File: src/hdl/emb_consts.svh
// Contract
// - reset pin high two machine cycles resets
// - latch pulse steady at oscillator over six
// - one latch pulse dropped per data access
// - latch disable bit limits pulse, weak pullup
// - latch disable ignored in external execution
// - two fetch strobes per cycle, skipped on data
// - low address byte presented with latch pulse
// - low port multiplexes address and data
// - high address driven for fetch and pointer
// - register-indirect access drives port latch value
// - source select low external, high internal
// - lock bit freezes source select at reset
// - port3 bit6 write, bit7 read strobes
`ifndef EMB_CONSTS_SVH
`define EMB_CONSTS_SVH

// machine cycle of twelve oscillator periods, six two-clock states
`define EMB_PHASES       4'd12
`define EMB_LAST_PHASE   4'd11
`define EMB_ALE1_PHASE   4'd0
`define EMB_ALE2_PHASE   4'd6
`define EMB_ALE_WIDTH    4'd2
`define EMB_ADDR_WIDTH   4'd3
`define EMB_STB1_FIRST   4'd3
`define EMB_STB1_LAST    4'd5
`define EMB_STB2_FIRST   4'd9
`define EMB_STB2_LAST    4'd10
`define EMB_XSTB_FIRST   4'd3
`define EMB_XSTB_LAST    4'd9
`define EMB_CAP1_PHASE   4'd7
`define EMB_CAP2_PHASE   4'd0
`define EMB_XCAP_PHASE   4'd11
// reset pin hold: two machine cycles in oscillator periods
`define EMB_RST_MCYCLES  6'd2
`define EMB_RST_CLKS     6'd24
`define EMB_SETTLE_CLKS  2'd3

`endif

File: src/hdl/emb_pkg.sv
package emb_pkg;

    typedef enum logic [1:0] {
        EMB_CMD_NONE = 2'b00,
        EMB_CMD_XRD  = 2'b01,
        EMB_CMD_XWR  = 2'b10
    } emb_cmd_e;

    typedef enum logic [1:0] {
        EMB_DATA_CODE1 = 2'b00,
        EMB_DATA_CODE2 = 2'b01,
        EMB_DATA_XRD   = 2'b10
    } emb_kind_e;

    // one machine cycle worth of work from the core
    typedef struct packed {
        emb_cmd_e    cmd;
        logic [15:0] addr;
        logic [7:0]  wdata;
        logic        ptr16;
        logic        table_rd;
    } emb_req_s;

    typedef struct packed {
        logic       ale;
        logic       ale_oe;
        logic       code_fetch_strobe_n;
        logic       wr_n;
        logic       rd_n;
        logic [7:0] lo_o;
        logic       lo_oe;
        logic [7:0] hi_o;
    } emb_pins_s;

    typedef struct packed {
        logic [3:0]  phase;
        emb_req_s    req;
        logic [15:0] fetch_addr;
        logic        ale_dis;
        logic        last_fetch;
        logic [1:0]  rst_sync;
        logic [1:0]  src_sync;
        logic [1:0]  lock_sync;
        logic [15:0] lo_sync;
        logic [5:0]  rst_cnt;
        logic [1:0]  settle;
        logic        caught;
        logic        src_latched;
        emb_pins_s   pins;
        logic [7:0]  rdata;
        emb_kind_e   rkind;
        logic        rvalid;
    } emb_state_s;

endpackage : emb_pkg

File: src/hdl/emb_bus_port.sv
`timescale 1ns/100ps
`default_nettype none
`include "emb_consts.svh"

module emb_bus_port (
    input  wire logic                clk,
    input  wire logic                arst_n,
    // reset pin, active high, asynchronous to clk
    input  wire logic                rst_pin,
    // code source select strap: low external, high internal
    input  wire logic                code_source_select,
    input  wire logic                lock_bit1,
    // core side
    input  wire emb_pkg::emb_req_s   req,
    input  wire logic                req_valid,
    output logic                     req_ready,
    input  wire logic [15:0]         fetch_addr,
    input  wire logic [7:0]          high_port_latch,
    input  wire logic                ale_disable,
    output logic                     ext_exec,
    output logic                     bus_reset,
    output logic [7:0]               rdata,
    output emb_pkg::emb_kind_e       rkind,
    output logic                     rvalid,
    // pins
    output logic                     ale,
    output logic                     ale_oe,
    output logic                     code_fetch_strobe_n,
    output logic                     wr_strobe_n,
    output logic                     rd_strobe_n,
    input  wire logic [7:0]          low_addr_data_port_i,
    output logic [7:0]               low_addr_data_port_o,
    output logic                     low_addr_data_port_oe,
    output logic [7:0]               high_addr_port
);

    emb_pkg::emb_state_s s;
    emb_pkg::emb_state_s next_s;

    // derived views of the current machine cycle
    logic       src_level;
    logic       ext;
    logic       xd;
    logic       xrd;
    logic       xwr;
    logic       in_ale;
    logic       ale_ok;
    logic       addr_ph;
    logic       stb_ph;
    logic       xstb_ph;
    logic [7:0] lo_sample;
    logic [15:0] fetch2;

    // source select is frozen at reset when the lock bit is set
    always_comb begin
        src_level = s.lock_sync[1] ? s.src_latched : s.src_sync[1];
    end

    // mode decode; strap low means every fetch goes off chip
    always_comb begin
        ext     = ~src_level;
        xd      = (s.req.cmd != emb_pkg::EMB_CMD_NONE);
        xrd     = (s.req.cmd == emb_pkg::EMB_CMD_XRD);
        xwr     = (s.req.cmd == emb_pkg::EMB_CMD_XWR);
        fetch2  = s.fetch_addr + 16'h0001;
        lo_sample = s.lo_sync[15:8];
    end

    // phase windows, all fixed by oscillator count with no wait input
    always_comb begin
        in_ale = (s.phase >= `EMB_ALE1_PHASE &&
                  s.phase < `EMB_ALE1_PHASE + `EMB_ALE_WIDTH) ||
                 (!xd && s.phase >= `EMB_ALE2_PHASE &&
                  s.phase < `EMB_ALE2_PHASE + `EMB_ALE_WIDTH);
        addr_ph = (s.phase < `EMB_ADDR_WIDTH) ||
                  (!xd && s.phase >= `EMB_ALE2_PHASE &&
                   s.phase < `EMB_ALE2_PHASE + `EMB_ADDR_WIDTH);
        stb_ph = (s.phase >= `EMB_STB1_FIRST &&
                  s.phase <= `EMB_STB1_LAST) ||
                 (s.phase >= `EMB_STB2_FIRST &&
                  s.phase <= `EMB_STB2_LAST);
        xstb_ph = (s.phase >= `EMB_XSTB_FIRST &&
                   s.phase <= `EMB_XSTB_LAST);
        // the disable bit only bites in internal execution
        ale_ok = !s.ale_dis || ext || xd || s.req.table_rd;
    end

    // core takes a new request on the last phase of each machine cycle
    always_comb begin
        req_ready = (s.phase == `EMB_LAST_PHASE) && !bus_reset;
    end

    // next state
    always_comb begin
        next_s = s;
        next_s.rvalid = 1'b0;

        // two-flop synchronisers for every pin input
        next_s.rst_sync  = {s.rst_sync[0], rst_pin};
        next_s.src_sync  = {s.src_sync[0], code_source_select};
        next_s.lock_sync = {s.lock_sync[0], lock_bit1};
        next_s.lo_sync   = {s.lo_sync[7:0], low_addr_data_port_i};

        // machine cycle phase counter
        if (s.phase == `EMB_LAST_PHASE) begin
            next_s.phase = 4'h0;
        end else begin
            next_s.phase = s.phase + 4'h1;
        end

        // request hand-off at the cycle boundary
        if (req_ready) begin
            next_s.req        = req_valid ? req : '0;
            next_s.fetch_addr = fetch_addr;
            next_s.ale_dis    = ale_disable;
            next_s.last_fetch = ext && !xd;
        end

        // strap capture once the synchronisers have settled after reset
        if (s.settle != `EMB_SETTLE_CLKS) begin
            next_s.settle = s.settle + 2'h1;
        end else if (!s.caught) begin
            next_s.caught      = 1'b1;
            next_s.src_latched = s.src_sync[1];
        end

        // latch pulse: weak pullup when disabled, so the pin floats high
        next_s.pins.ale_oe = ale_ok;
        next_s.pins.ale    = ale_ok ? in_ale : 1'b1;

        // program fetch strobe, both skipped while a data access runs
        next_s.pins.code_fetch_strobe_n = !(ext && !xd && stb_ph);

        // data strobes on port 3 bits 6 and 7
        next_s.pins.wr_n = !(xwr && xstb_ph);
        next_s.pins.rd_n = !(xrd && xstb_ph);

        // low port: address during latch window, data after it
        next_s.pins.lo_oe = 1'b0;
        next_s.pins.lo_o  = 8'hff;
        if (addr_ph && (ext || xd)) begin
            next_s.pins.lo_oe = 1'b1;
            if (xd) begin
                next_s.pins.lo_o = s.req.addr[7:0];
            end else if (s.phase < `EMB_ALE2_PHASE) begin
                next_s.pins.lo_o = s.fetch_addr[7:0];
            end else begin
                next_s.pins.lo_o = fetch2[7:0];
            end
        end else if (xwr && s.phase >= `EMB_XSTB_FIRST) begin
            // actively driven, internal pullups stand in for open drain
            next_s.pins.lo_oe = 1'b1;
            next_s.pins.lo_o  = s.req.wdata;
        end

        // high port: pointer or fetch address, else the port latch
        if (xd && s.req.ptr16) begin
            next_s.pins.hi_o = s.req.addr[15:8];
        end else if (xd) begin
            next_s.pins.hi_o = high_port_latch;
        end else if (ext) begin
            if (s.phase < `EMB_ALE2_PHASE) begin
                next_s.pins.hi_o = s.fetch_addr[15:8];
            end else begin
                next_s.pins.hi_o = fetch2[15:8];
            end
        end else begin
            next_s.pins.hi_o = high_port_latch;
        end

        // read captures; synchroniser adds two clocks of lag to the pin
        if (ext && !xd && s.phase == `EMB_CAP1_PHASE) begin
            next_s.rdata  = lo_sample;
            next_s.rkind  = emb_pkg::EMB_DATA_CODE1;
            next_s.rvalid = 1'b1;
        end else if (s.last_fetch && s.phase == `EMB_CAP2_PHASE) begin
            next_s.rdata  = lo_sample;
            next_s.rkind  = emb_pkg::EMB_DATA_CODE2;
            next_s.rvalid = 1'b1;
        end else if (xrd && s.phase == `EMB_XCAP_PHASE) begin
            next_s.rdata  = lo_sample;
            next_s.rkind  = emb_pkg::EMB_DATA_XRD;
            next_s.rvalid = 1'b1;
        end

        // reset pin held long enough: full reset of the bus side
        if (s.rst_sync[1]) begin
            if (s.rst_cnt != `EMB_RST_CLKS) begin
                next_s.rst_cnt = s.rst_cnt + 6'h01;
            end
        end else begin
            next_s.rst_cnt = 6'h00;
        end
        if (bus_reset) begin
            next_s.phase       = 4'h0;
            next_s.req         = '0;
            next_s.fetch_addr  = 16'h0000;
            next_s.ale_dis     = 1'b0;
            next_s.last_fetch  = 1'b0;
            next_s.caught      = 1'b0;
            next_s.settle      = 2'h0;
            next_s.pins.ale    = 1'b0;
            next_s.pins.ale_oe = 1'b1;
            next_s.pins.code_fetch_strobe_n = 1'b1;
            next_s.pins.wr_n   = 1'b1;
            next_s.pins.rd_n   = 1'b1;
            next_s.pins.lo_o   = 8'hff;
            next_s.pins.lo_oe  = 1'b0;
            next_s.pins.hi_o   = 8'hff;
            next_s.rvalid      = 1'b0;
        end
    end

    // bus reset once the pin has stood high two machine cycles
    always_comb begin
        bus_reset = (s.rst_cnt == `EMB_RST_CLKS);
    end

    // state register, constants only under the asynchronous reset
    always_ff @(posedge clk or negedge arst_n) begin
        if (!arst_n) begin
            s             <= '0;
            s.src_sync    <= 2'h3;
            s.src_latched <= 1'b1;
            s.pins.ale_oe <= 1'b1;
            s.pins.code_fetch_strobe_n <= 1'b1;
            s.pins.wr_n   <= 1'b1;
            s.pins.rd_n   <= 1'b1;
            s.pins.lo_o   <= 8'hff;
            s.pins.hi_o   <= 8'hff;
        end else begin
            s <= next_s;
        end
    end

    // outputs straight from the state flops, ext_exec decoded from them
    always_comb begin
        ext_exec              = ext;
        rdata                 = s.rdata;
        rkind                 = s.rkind;
        rvalid                = s.rvalid;
        ale                   = s.pins.ale;
        ale_oe                = s.pins.ale_oe;
        code_fetch_strobe_n   = s.pins.code_fetch_strobe_n;
        wr_strobe_n           = s.pins.wr_n;
        rd_strobe_n           = s.pins.rd_n;
        low_addr_data_port_o  = s.pins.lo_o;
        low_addr_data_port_oe = s.pins.lo_oe;
        high_addr_port        = s.pins.hi_o;
    end

endmodule : emb_bus_port

`default_nettype wire

File: config.mk
export PLATFORM = sky130hd
export DESIGN_NAME = emb_bus_port
export DESIGN_NICKNAME = d
export VERILOG_FILES = /design/src/hdl/emb_pkg.sv /design/src/hdl/emb_bus_port.sv
export VERILOG_INCLUDE_DIRS = /design/src /design/src/hdl
export SDC_FILE = /design/constraint.sdc
export NUM_CORES = 1
export LEC_CHECK = 0
export BUFFER_PORTS_ARGS = -buffer_cell sky130_fd_sc_hd__buf_2
export CAP_MARGIN = 20
export CORE_ASPECT_RATIO = 1.2
export CORE_UTILIZATION = 40
export DETAILED_ROUTE_END_ITERATION = 7
export GPL_ROUTABILITY_DRIVEN = 0
export HOLD_SLACK_MARGIN = 0.06
export SETUP_SLACK_MARGIN = 0.2
export SYNTH_ARGS = -nofsm -noshare
export SYNTH_HDL_FRONTEND = slang
export SYNTH_SLANG_ARGS = --single-unit
File: constraint.sdc
create_clock -name clk -period 2.9 [get_ports clk]
set_input_delay 0.58 -clock clk [delete_from_list [all_inputs] [get_ports clk]]
set_output_delay 0.58 -clock clk [all_outputs]
set_load 0.005 [all_outputs]
# [Yosys cells after proc, flatten, opt, wreduce, memory -nomap -nowiden]
# Index checks and enable logic that the tools add are counted.
[word_totals] reg_bits=115 input_bits=67 output_inout_bits=36 elab_cells=118
[op_classes] addsub=4 magnitude_cmp=12 n_eq_ne=9 mux=25 bitwise_logic=3 reduce_logical=37
[op_table] cell="$mux W50" count=1
[op_table] cell="$mux W8" count=6
[op_table] cell="$mux W46" count=1
[op_table] cell="$mux W11" count=3
[op_table] cell="$mux W28" count=1
[op_table] cell="$mux W22" count=1
[op_table] cell="$logic_and A1 B1 Y1" count=18
[op_table] cell="$mux W9" count=2
[op_table] cell="$add A16 B1 Y16 const B" count=1
[op_table] cell="$mux W6" count=2
[op_table] cell="$le A4 B4 Y1 const B" count=2
[op_table] cell="$lt A4 B2 Y1 const B" count=2
[op_table] cell="$lt A4 B4 Y1 const B" count=2
[op_table] cell="$logic_or A1 B1 Y1" count=7
[op_table] cell="$add A6 B1 Y6 const B" count=1
[op_table] cell="$eq A6 B5 Y1 const B" count=1
[op_table] cell="$logic_not A1 Y1" count=6
[op_table] cell="$ne A6 B5 Y1 const B" count=1
[op_table] cell="$reduce_bool A2 Y1" count=3
[op_table] cell="$add A4 B1 Y4 const B" count=1
[op_table] cell="$eq A4 B3 Y1 const B" count=1
[op_table] cell="$eq A4 B4 Y1 const B" count=1
[op_table] cell="$ge A4 B1 Y1 const B" count=1
[op_table] cell="$ge A4 B2 Y1 const B" count=1
[op_table] cell="other kinds (17)" count=24

# [Depth between registers and ports, before layout]
# Gate-level depths: netlist of run 1.
[depth] depth_word=8 mapped_depth=8 ltp_nobuf=7

# [Worst setup path after synthesis of run 1]
# No wires, ideal clock.
[synth_path] path_type="reg-to-output" start="register s[37] (netlist bit)" end="output port req_ready" arrival_time_ns=1.412 t_required_ns=2.320 slack_ns=0.908 stages_incl_launch_ff=7 path_cell_list="dfrtp_1 > inv_1 > ha_1 > or4b_4 > inv_2 > buf_2 > nor2_1"
[synth_between] elab_chain_cells=3
[synth_rtl] item="start: declaration" line_no="emb_bus_port.sv:37" source="emb_pkg::emb_state_s s;"
[synth_rtl] item="start signal: assignment" line_no="emb_bus_port.sv:232" source="s <= next_s;"
[synth_rtl] item="$eq A6 B5 Y1 (no source line)"
[synth_rtl] item="named net bus_reset" line_no="emb_bus_port.sv:21" source="output logic bus_reset,"
[synth_rtl] item="$logic_not A1 Y1" line_no="emb_bus_port.sv:90" source="req_ready = (s.phase == `EMB_LAST_PHASE) && !bus_reset;"
[synth_rtl] item="$logic_and A1 B1 Y1" line_no="emb_bus_port.sv:90"
[synth_rtl] item="end: declaration" line_no="emb_bus_port.sv:16" source="output logic req_ready,"
# The timed path passes the listed nets, and every way through them passes these cells.

# [Final worst setup path of run 1]
[layout_path] start="register s[37] (netlist bit)" end="output port req_ready"
[layout_between] elab_chain_cells=3
[layout_rtl] item="$eq A6 B5 Y1 (no source line)"
[layout_rtl] item="$logic_not A1 Y1" line_no="emb_bus_port.sv:90"
[layout_rtl] item="$logic_and A1 B1 Y1" line_no="emb_bus_port.sv:90"
# No other way between the ends.

==> results of run 1 <==
stage by stage:
step	setup slack, ps	total power [uW]	hold slack, ps	area (um^2)
floorplan	908	2080	284	5020
global placement	776	2190	332	5500
detailed placement	708	2200	336	5500
CTS	264	4430	92.2	6140
global route	218	4550	112	6140
finish	299	4380	97.6	6140
metal layers:
| layer | vias to the layer above | share of wire, % |
|---|---|---|
| li1 | 1699 | - |
| met1 | 1702 | 46 |
| met2 | 126 | 47 |
| met3 | 22 | 4.8 |
| met4 | 0 | 3.0 |
| met5 | - | 0 |
cell type report:
| class | count | area [um^2] |
|---|---|---|
| repair buffers | 111 | 593 |
| flip-flops and latches | 115 | 2910 |
| fillers | 1104 | 6030 |
| inverters | 8 | 30.0 |
| multi-input cells | 282 | 1770 |
| clock buffers | 20 | 457 |
| well taps | 161 | 201 |
| clock inverters | 12 | 179 |
worst max-delay path by stage:
stage / startpoint / to / slack (ps) / cells after the start
floorplan: s[37]$_DFFE_PN0P_ / req_ready / 910 / 6
global placement: s[37]$_DFFE_PN0P_ / req_ready / 780 / 6
detailed placement: s[37]$_DFFE_PN0P_ / req_ready / 710 / 6
CTS: s[37]$_DFFE_PN0P_ / req_ready / 260 / 6
global route: s[37]$_DFFE_PN0P_ / req_ready / 220 / 6
finish: s[37]$_DFFE_PN0P_ / req_ready / 300 / 6
power groups by stage:
stage               combinational (uW)  sequential (uW)  clock [uW]
floorplan                          252             1830           0
global placement                   350             1840           0
detailed placement                 360             1840           0
CTS                                361             1820        2250
global route                       396             1830        2320
finish                             353             1820        2200
critical path, cell delays in order, from the launching register on:
cell and delay, ps:
dfrtp_1 420, inv_1 80, ha_1 140, or4b_4 550, inv_2 220, nor2_1 70, buf_2 130
logic make-up (layout without fill, tap and decap cells):
kind of cell | after synthesis | count (layout)
buf+inv | 55 | 151
compound gates | 95 | 95
flops | 115 | 115
mux | 15 | 15
xor+xnor | 21 | 21
fa+ha+maj | 8 | 8
simple gates | 143 | 143
flip-flops by register name, indices dropped and copies added, names as in the netlist, 2 cells and up:
signal	flops
rdata	8
s	63
next_s	11
high_addr_port	8
lo_sample	8
rkind	2
low_addr_data_port_o	8
layout by cell type, fill, tap and decap left out, types with 4 or more instances in the layout:
cell type  Yosys  layout
buf_2         10     101
dfrtp_1       92      92
nand2_1       57      57
a21oi_1       35      35
a22o_1        28      28
nor2_1        26      26
dfstp_2       23      23
nand3_1       19      19
xor2_1        17      17
clkbuf_16      0      17
o21ai_0       12      12
mux2_2        10      10
buf_4         26       9
and2_1         8       8
ha_1           8       8
inv_1          7       7
o211ai_1       7       7
nor3_1         6       6
and3_1         6       6
mux2i_1        5       5
a31oi_1        4       4
xnor2_1        4       4
bufinv_16      0       4
==> results.json, run 1 <==
{
  "antenna_found_initial": 0,
  "track_usage_pct": 18.0,
  "slew_violations": 0,
  "grt_start_max_net_pins": 57,
  "routedWlPerCell_um": 15.6,
  "setup_violations": 0,
  "cts_made_buffers": 17,
  "postRouteWirelength_um": 11100,
  "required_ps": 2320,
  "num_io_pins": 103,
  "drc_errors": 0,
  "fin_tns_setup_ps": 0,
  "postSynthCellCount": 452,
  "final_cells": 709,
  "max_slew.worst_pin.slew_ps": 544,
  "yosysWarnings": 0,
  "clkSinkCount": 115,
  "busiest_layer": "met2",
  "synth_top_area_cell": "dfrtp_1",
  "rows": 44,
  "syn_area_um2": 5020,
  "cts_tree": "done",
  "fin_skew_ps": 9.18,
  "intPower_uw": 3410,
  "initial_core_util_pct": 41.2,
  "fin_crit_sh_pct": 89.7,
  "finalCoreUtilization_pct": 50.5,
  "peakVddDrop_mv": 0.274,
  "synthMuxAreaShare_pct": 3.24,
  "cts_resized": 0,
  "synth_edf_count": 0,
  "vias_per_cell": 5.01,
  "setup.worst_path.class": "reg -> out",
  "nNetsFinal": 610,
  "synth_compound_area_share_pct": 12.8,
  "overflow": 0,
  "yosysMostFrequentCell": "dfrtp_1",
  "htree_levels": 4,
  "power_density_nw_per_um2": 713,
  "synthFlopType": "dfrtp_1",
  "die_x_um": 104,
  "crit_arrival_ps": 2020,
  "dr.pass1.iters": 4,
  "start_kind": "flip-flop",
  "synth_area_leaders": "dfrtp_1 46%, dfstp_2 12%, a22o_1 4.9%",
  "r2r_start": "s[37]$_DFFE_PN0P_",
  "placedCellCount": 677,
  "syn_nets": 527,
  "p_sw_share_pct": 22.1,
  "use_met1_pct": 23.5,
  "synth_top_family_by_area": "simple AND/OR/NAND/NOR gates",
  "crit_path_end_kind": "output port",
  "hold_viol": 0,
  "async_reset_ff_share_pct": 100,
  "p_leak_uw": 0.00283,
  "grt_pass1_vias": 3553,
  "yosys.area_share.simple_pct": 13.6,
  "synth_seq_cells": 115,
  "rsz0062_at_grt": "false",
  "rr_worst_depth": 7,
  "dp_hpwl_um": 7810,
  "synth_area_per_cell_um2": 11.1,
  "die_area_um2": 13000,
  "r2r_end": "s[106]$_DFFE_PN0P_",
  "cts-root-buf": "clkbuf_16",
  "drive_gt1_share_pct": 33.8,
  "use_met2_pct": 27.1,
  "synthTopCellsByCount": "92 x dfrtp_1, 57 x nand2_1, 35 x a21oi_1",
  "slew_headroom_pct": 63.7,
  "post-cts-setup-buffer-count": 0,
  "holdBufCountCts": 0,
  "synthAdderAreaFrac_pct": 2.00,
  "maxCapViolCount": 0,
  "timing.fmax_mhz": 384,
  "synth_top_area_share_pct": 45.9,
  "die_h_um": 125,
  "synth_xor_area_share_pct": 3.67,
  "hold_class": "in -> async",
  "antennaDiodeCount": 0,
  "grt_pass1_wl_um": 18000,
  "cts.clk_slew.worst_paths_ps": 50,
  "pwr-share-comb_pct": 8.1,
  "r2r_slack_ps": 790,
  "clock_path_buffers": 2,
  "ys_seq_area_share_pct": 57.9,
  "clock_latency_ps": 400,
  "io_buffers": 102,
  "drt_iter0_drc": 247,
  "status": "completed",
  "via_count": 3549,
  "post-route-min-period_ps": 2600,
  "power_switching_uw": 965,
  "clock_power_share_pct": 50.4,
  "met3_usage_pct": 4.81,
  "seqPwrFrac_pct": 41.6,
  "design.core.area_um2": 12200,
  "drtAntennaViolNets": 0,
  "critPathMaxFanout": 12,
  "area_growth_pct": 22.3,
  "synth_cell_type_count": 43
}
Note: power is estimated with default switching activity, not from simulation.
==> inputs of run 2 (changes only) <==
Clock period 2.9 ns to 3.28 ns, I/O delays scaled along.
==> results.json, run 2 (synthesis gave the netlist of run 1 again) <==
{
  "placedCellCount": 675,
  "cp-endpoint": "req_ready",
  "maxCapViolCount": 0,
  "holdBufCountCts": 0,
  "die_area_um2": 13000,
  "crit_arrival_ps": 2170,
  "grt_start_max_net_pins": 56,
  "drtAntennaViolNets": 0,
  "nNetsFinal": 608,
  "p_sw_share_pct": 24.3,
  "drive_gt1_share_pct": 33.5,
  "cts-root-buf": "clkbuf_16",
  "post_dp_cell_area_um2": 5490,
  "peakVddDrop_mv": 0.284,
  "postRouteWirelength_um": 10900,
  "r2r_end": "s[101]$_DFFE_PN0P_",
  "timing.fmax_mhz": 354,
  "slowest_delay_ps": 540,
  "seqPwrFrac_pct": 44.2,
  "r2r_slack_ps": 1060,
  "design.core.area_um2": 12200,
  "cts_made_buffers": 17,
  "via_count": 3532,
  "overflow": 0,
  "crit_path_end_kind": "output port",
  "htree_levels": 4,
  "max_slew.worst_pin.slew_ps": 588,
  "crit_path_start": "s[37]$_DFFE_PN0P_",
  "layout_commonest_cell": "buf_2",
  "hold_class": "in -> async",
  "drc_errors": 0,
  "post-cts-setup-buffer-count": 0,
  "fin_tns_setup_ps": 0,
  "die_x_um": 104,
  "mostFrequentLayoutCells": "101 x buf_2, 92 x dfrtp_1, 57 x nand2_1",
  "p_leak_uw": 0.00278,
  "antenna_found_initial": 0,
  "grt_pass1_wl_um": 18000,
  "crit_chain": "inv_1 > ha_1 > or4b_4 > inv_2 > nor2_1 > buf_2",
  "fillers": 1105,
  "initial_core_util_pct": 41.2,
  "die_h_um": 125,
  "start_kind": "flip-flop",
  "crit_slowest_cell": "or4b_4",
  "dp_hpwl_um": 7730,
  "drt_iter0_drc": 171,
  "power_uw": 3630,
  "setup.worst_path.class": "reg -> out",
  "area_growth_pct": 20.6,
  "required_ps": 2620,
  "track_usage_pct": 18.1,
  "rows": 44,
  "rr_worst_depth": 7,
  "grt_pass1_vias": 3655,
  "fin_skew_ps": 6.94,
  "largest_register": "s",
  "cts_resized": 0,
  "slew_headroom_pct": 60.7,
  "stdcell_area_um2": 6050,
  "rsz0062_at_grt": "false",
  "clock_latency_ps": 410,
  "io_buffers": 102,
  "dr.pass1.iters": 4,
  "post-route-min-period_ps": 2820,
  "pwr-share-comb_pct": 8.6,
  "antennaDiodeCount": 0,
  "clock_power_share_pct": 47.2,
  "num_io_pins": 103,
  "final_cells": 707,
  "vias_per_cell": 5.00,
  "r2r_start": "s[37]$_DFFE_PN0P_",
  "clock_path_buffers": 2,
  "largest_reg_flops": 63,
  "cts_tree": "done",
  "routedWlPerCell_um": 15.4,
  "cts.clk_slew.worst_paths_ps": 60,
  "power_switching_uw": 880,
  "status": "completed",
  "slew_violations": 0,
  "setup_violations": 0,
  "power_density_nw_per_um2": 600,
  "critPathMaxFanout": 18,
  "intPower_uw": 2750,
  "hold_viol": 0,
  "fin_crit_sh_pct": 86.1,
  "clkSinkCount": 115
}
-- run 2: critical path: cells and delay by family, from the launching register on --
family                   cells  cell delay [ps]
adder cells (fa/ha/maj)      1              130
buffers and inverters        3              550
flip-flops                   1              410
AND/OR/NAND/NOR              2              650
-- run 2: final cells by class --
type                    count  area, um^2  area share (%)
flip-flops and latches    115        2910            48.0
multi-input cells         282        1770            29.3
repair buffers            109         578            9.56
clock buffers              18         429            7.09
well taps                 161         201            3.33
clock inverters            14         133            2.19
inverters                   8        30.0           0.496
-- run 2: stage by stage --
| stage | hold slack (ps) | utilization (%) | setup WS [ps] |
|---|---|---|---|
| 3_3_place_gp | 332 | 45.1 | 920 |
| 6_report | 159 | 49.7 | 455 |
| 3_5_place_dp | 335 | 45.1 | 874 |
| 2_1_floorplan | 331 | - | 1210 |
| 4_1_cts | 164 | 49.7 | 426 |
| 5_1_grt | 172 | 49.7 | 329 |
-- run 2: how the worst min path moves through the flow --
stage                              to                 start  depth (start not counted)
5_1_grt          rdata[3]$_DFFE_PN0P_                arst_n                          1
4_1_cts        lo_sample[3]$_DFF_PN0_                arst_n                          1
6_report         rdata[3]$_DFFE_PN0P_                arst_n                          1
3_3_place_gp   lo_sample[3]$_DFF_PN0_  next_s[54]$_DFF_PN0_                          0
2_1_floorplan  lo_sample[0]$_DFF_PN0_  next_s[51]$_DFF_PN0_                          0
3_5_place_dp   lo_sample[0]$_DFF_PN0_  next_s[51]$_DFF_PN0_                          0
-- run 2: metal layers --
layer  part of all wire (%)  up-vias  GRT usage [%]
li1                       -     1697              -
met1                     45     1707           23.4
met2                     48      109           27.6
met3                    5.3       19           5.18
met4                    2.4        0           8.99
met5                      0        -              0
-- run 2: power by group through the flow --
stage          clock network (uW)  logic, uW  registers (uW)
6_report                     1710        312            1610
3_3_place_gp                    0        311            1620
3_5_place_dp                    0        317            1630
2_1_floorplan                   0        223            1610
5_1_grt                      1820        351            1620
4_1_cts                      1750        319            1610
==> inputs of run 3 (changes only) <==
Settings changed: PLACE_DENSITY_LB_ADDON set to 0.3.
==> results.json, run 3 (synthesis gave the netlist of run 1 again) <==
{
  "status": "completed",
  "cp.buffers_inverters": 1,
  "area_growth_pct": 21.4,
  "multi_input_area_um2": 1770,
  "die_area_um2": 13000,
  "io_buffers": 102,
  "crit_chain": "nor2b_1 > nand2_1 > nor2_1 > buf_2",
  "grt_pass1_wl_um": 18500,
  "fin_tns_setup_ps": 0,
  "final_cells": 708,
  "whs_ps": 316,
  "vias_per_cell": 5.07,
  "drtAntennaViolNets": 0,
  "r2r_end": "s[95]$_DFFE_PN0P_",
  "postRouteWirelength_um": 11200,
  "critical_path.top_delay_family": "simple AND/OR/NAND/NOR gates",
  "clock_latency_ps": 410,
  "grt_pass1_vias": 3635,
  "mostFrequentLayoutCells": "101 x buf_2, 92 x dfrtp_1, 57 x nand2_1",
  "crit_path_end_kind": "output port",
  "largest_reg_flops": 63,
  "max_slew.worst_pin.slew_ps": 769,
  "placedCellCount": 675,
  "fin_skew_ps": 7.54,
  "antenna_found_initial": 0,
  "crit_slowest_cell": "dfrtp_1",
  "peakVddDrop_mv": 0.301,
  "largest_register": "s",
  "slew_violations": 0,
  "rr_worst_depth": 8,
  "dr.pass1.iters": 5,
  "cts.clk_slew.worst_paths_ps": 60,
  "overflow": 0,
  "timing.fmax_mhz": 362,
  "fin_crit_sh_pct": 84.2,
  "setup.worst_path.class": "reg -> out",
  "critPathMaxFanout": 19,
  "die_x_um": 104,
  "r2r_start": "s[37]$_DFFE_PN0P_",
  "slew_headroom_pct": 48.7,
  "slowest_delay_ps": 570,
  "cts-root-buf": "clkbuf_16",
  "setup_violations": 0,
  "start_kind": "flip-flop",
  "track_usage_pct": 18.7,
  "power_density_nw_per_um2": 617,
  "num_io_pins": 103,
  "required_ps": 2620,
  "crit_arrival_ps": 2100,
  "die_h_um": 125,
  "htree_levels": 4,
  "power_uw": 3760,
  "design.core.area_um2": 12200,
  "via_count": 3592,
  "r2r_slack_ps": 950,
  "final-seq-area_um2": 2910,
  "clock_path_buffers": 2,
  "clkSinkCount": 115,
  "dp_hpwl_um": 7830,
  "rows": 44,
  "drive_gt1_share_pct": 33.7,
  "layout_commonest_cell": "buf_2",
  "cts_tree": "done",
  "hold_class": "in -> async",
  "p_leak_uw": 0.00279,
  "cts_made_buffers": 17,
  "maxCapViolCount": 0,
  "rsz0062_at_grt": "false",
  "holdBufCountCts": 0,
  "crit_cells": 4,
  "post-cts-setup-buffer-count": 0,
  "drt_iter0_drc": 214,
  "nNetsFinal": 608,
  "post-route-min-period_ps": 2760,
  "drc_errors": 0,
  "fillers": 1153,
  "cts_resized": 0,
  "initial_core_util_pct": 41.2,
  "hold_viol": 0,
  "grt_start_max_net_pins": 61,
  "routedWlPerCell_um": 15.9
}
[run 3: changes by cell type in the layout (fill, tap and decap cells not counted)]
cell	change
clkinvlp_4	+3
clkbuf_1	-1
clkinv_4	-3
bufinv_16	+1
clkinv_2	-2
diode_2	+1
clkbuf_8	+2
[run 3: metal layers]
metal  track usage, %  up-vias  wire [um]
met1             24.3     1759       4890
met5                0        -          0
li1                 -     1707          -
met3             4.13       23        498
met2             28.7      103       5580
met4             11.3        0        249
[run 3: how the worst max path moves through the flow]
stage                       from                end  slack [ps]
6_report        s[114]$_DFF_PN0_          req_ready         520
5_1_grt         s[114]$_DFF_PN0_          req_ready         310
4_1_cts         s[114]$_DFF_PN0_          req_ready         510
3_5_place_dp   s[37]$_DFFE_PN0P_  s[89]$_DFFE_PN0P_         960
3_3_place_gp    s[114]$_DFF_PN0_          req_ready        1030
2_1_floorplan  s[37]$_DFFE_PN0P_          req_ready        1210
[run 3: where the power goes]
group | internal (uW) | switching, uW
Sequential | 1550 | 59.4
Clock | 1160 | 672
Combinational | 154 | 159
[run 3: metrics by stage]
step	instance area, um^2	utilization, %	setup slack [ps]
final	6090	50.1	519
after CTS	6090	50.1	511
after global routing	6090	50.1	314
after detailed placement	5490	45.1	963
after floorplan	5020	-	1210
after global placement	5490	45.1	1030
[run 3: worst register-to-register path: cells and delay by family, from the launching register on]
family / cells / cell delay [ps]
flops: 1 / 420
compound gates: 1 / 280
buf+inv: 4 / 790
fa+ha+maj: 1 / 130
simple gates: 2 / 600
[run 3: area by class of cell]
class | instances | area share, %
flip-flops and latches | 115 | 47.7
inverters | 8 | 0.493
multi-input cells | 282 | 29.1
diodes | 1 | 0.0411
well taps | 161 | 3.31
repair buffers | 109 | 9.49
clock buffers | 19 | 7.43
clock inverters | 13 | 2.44
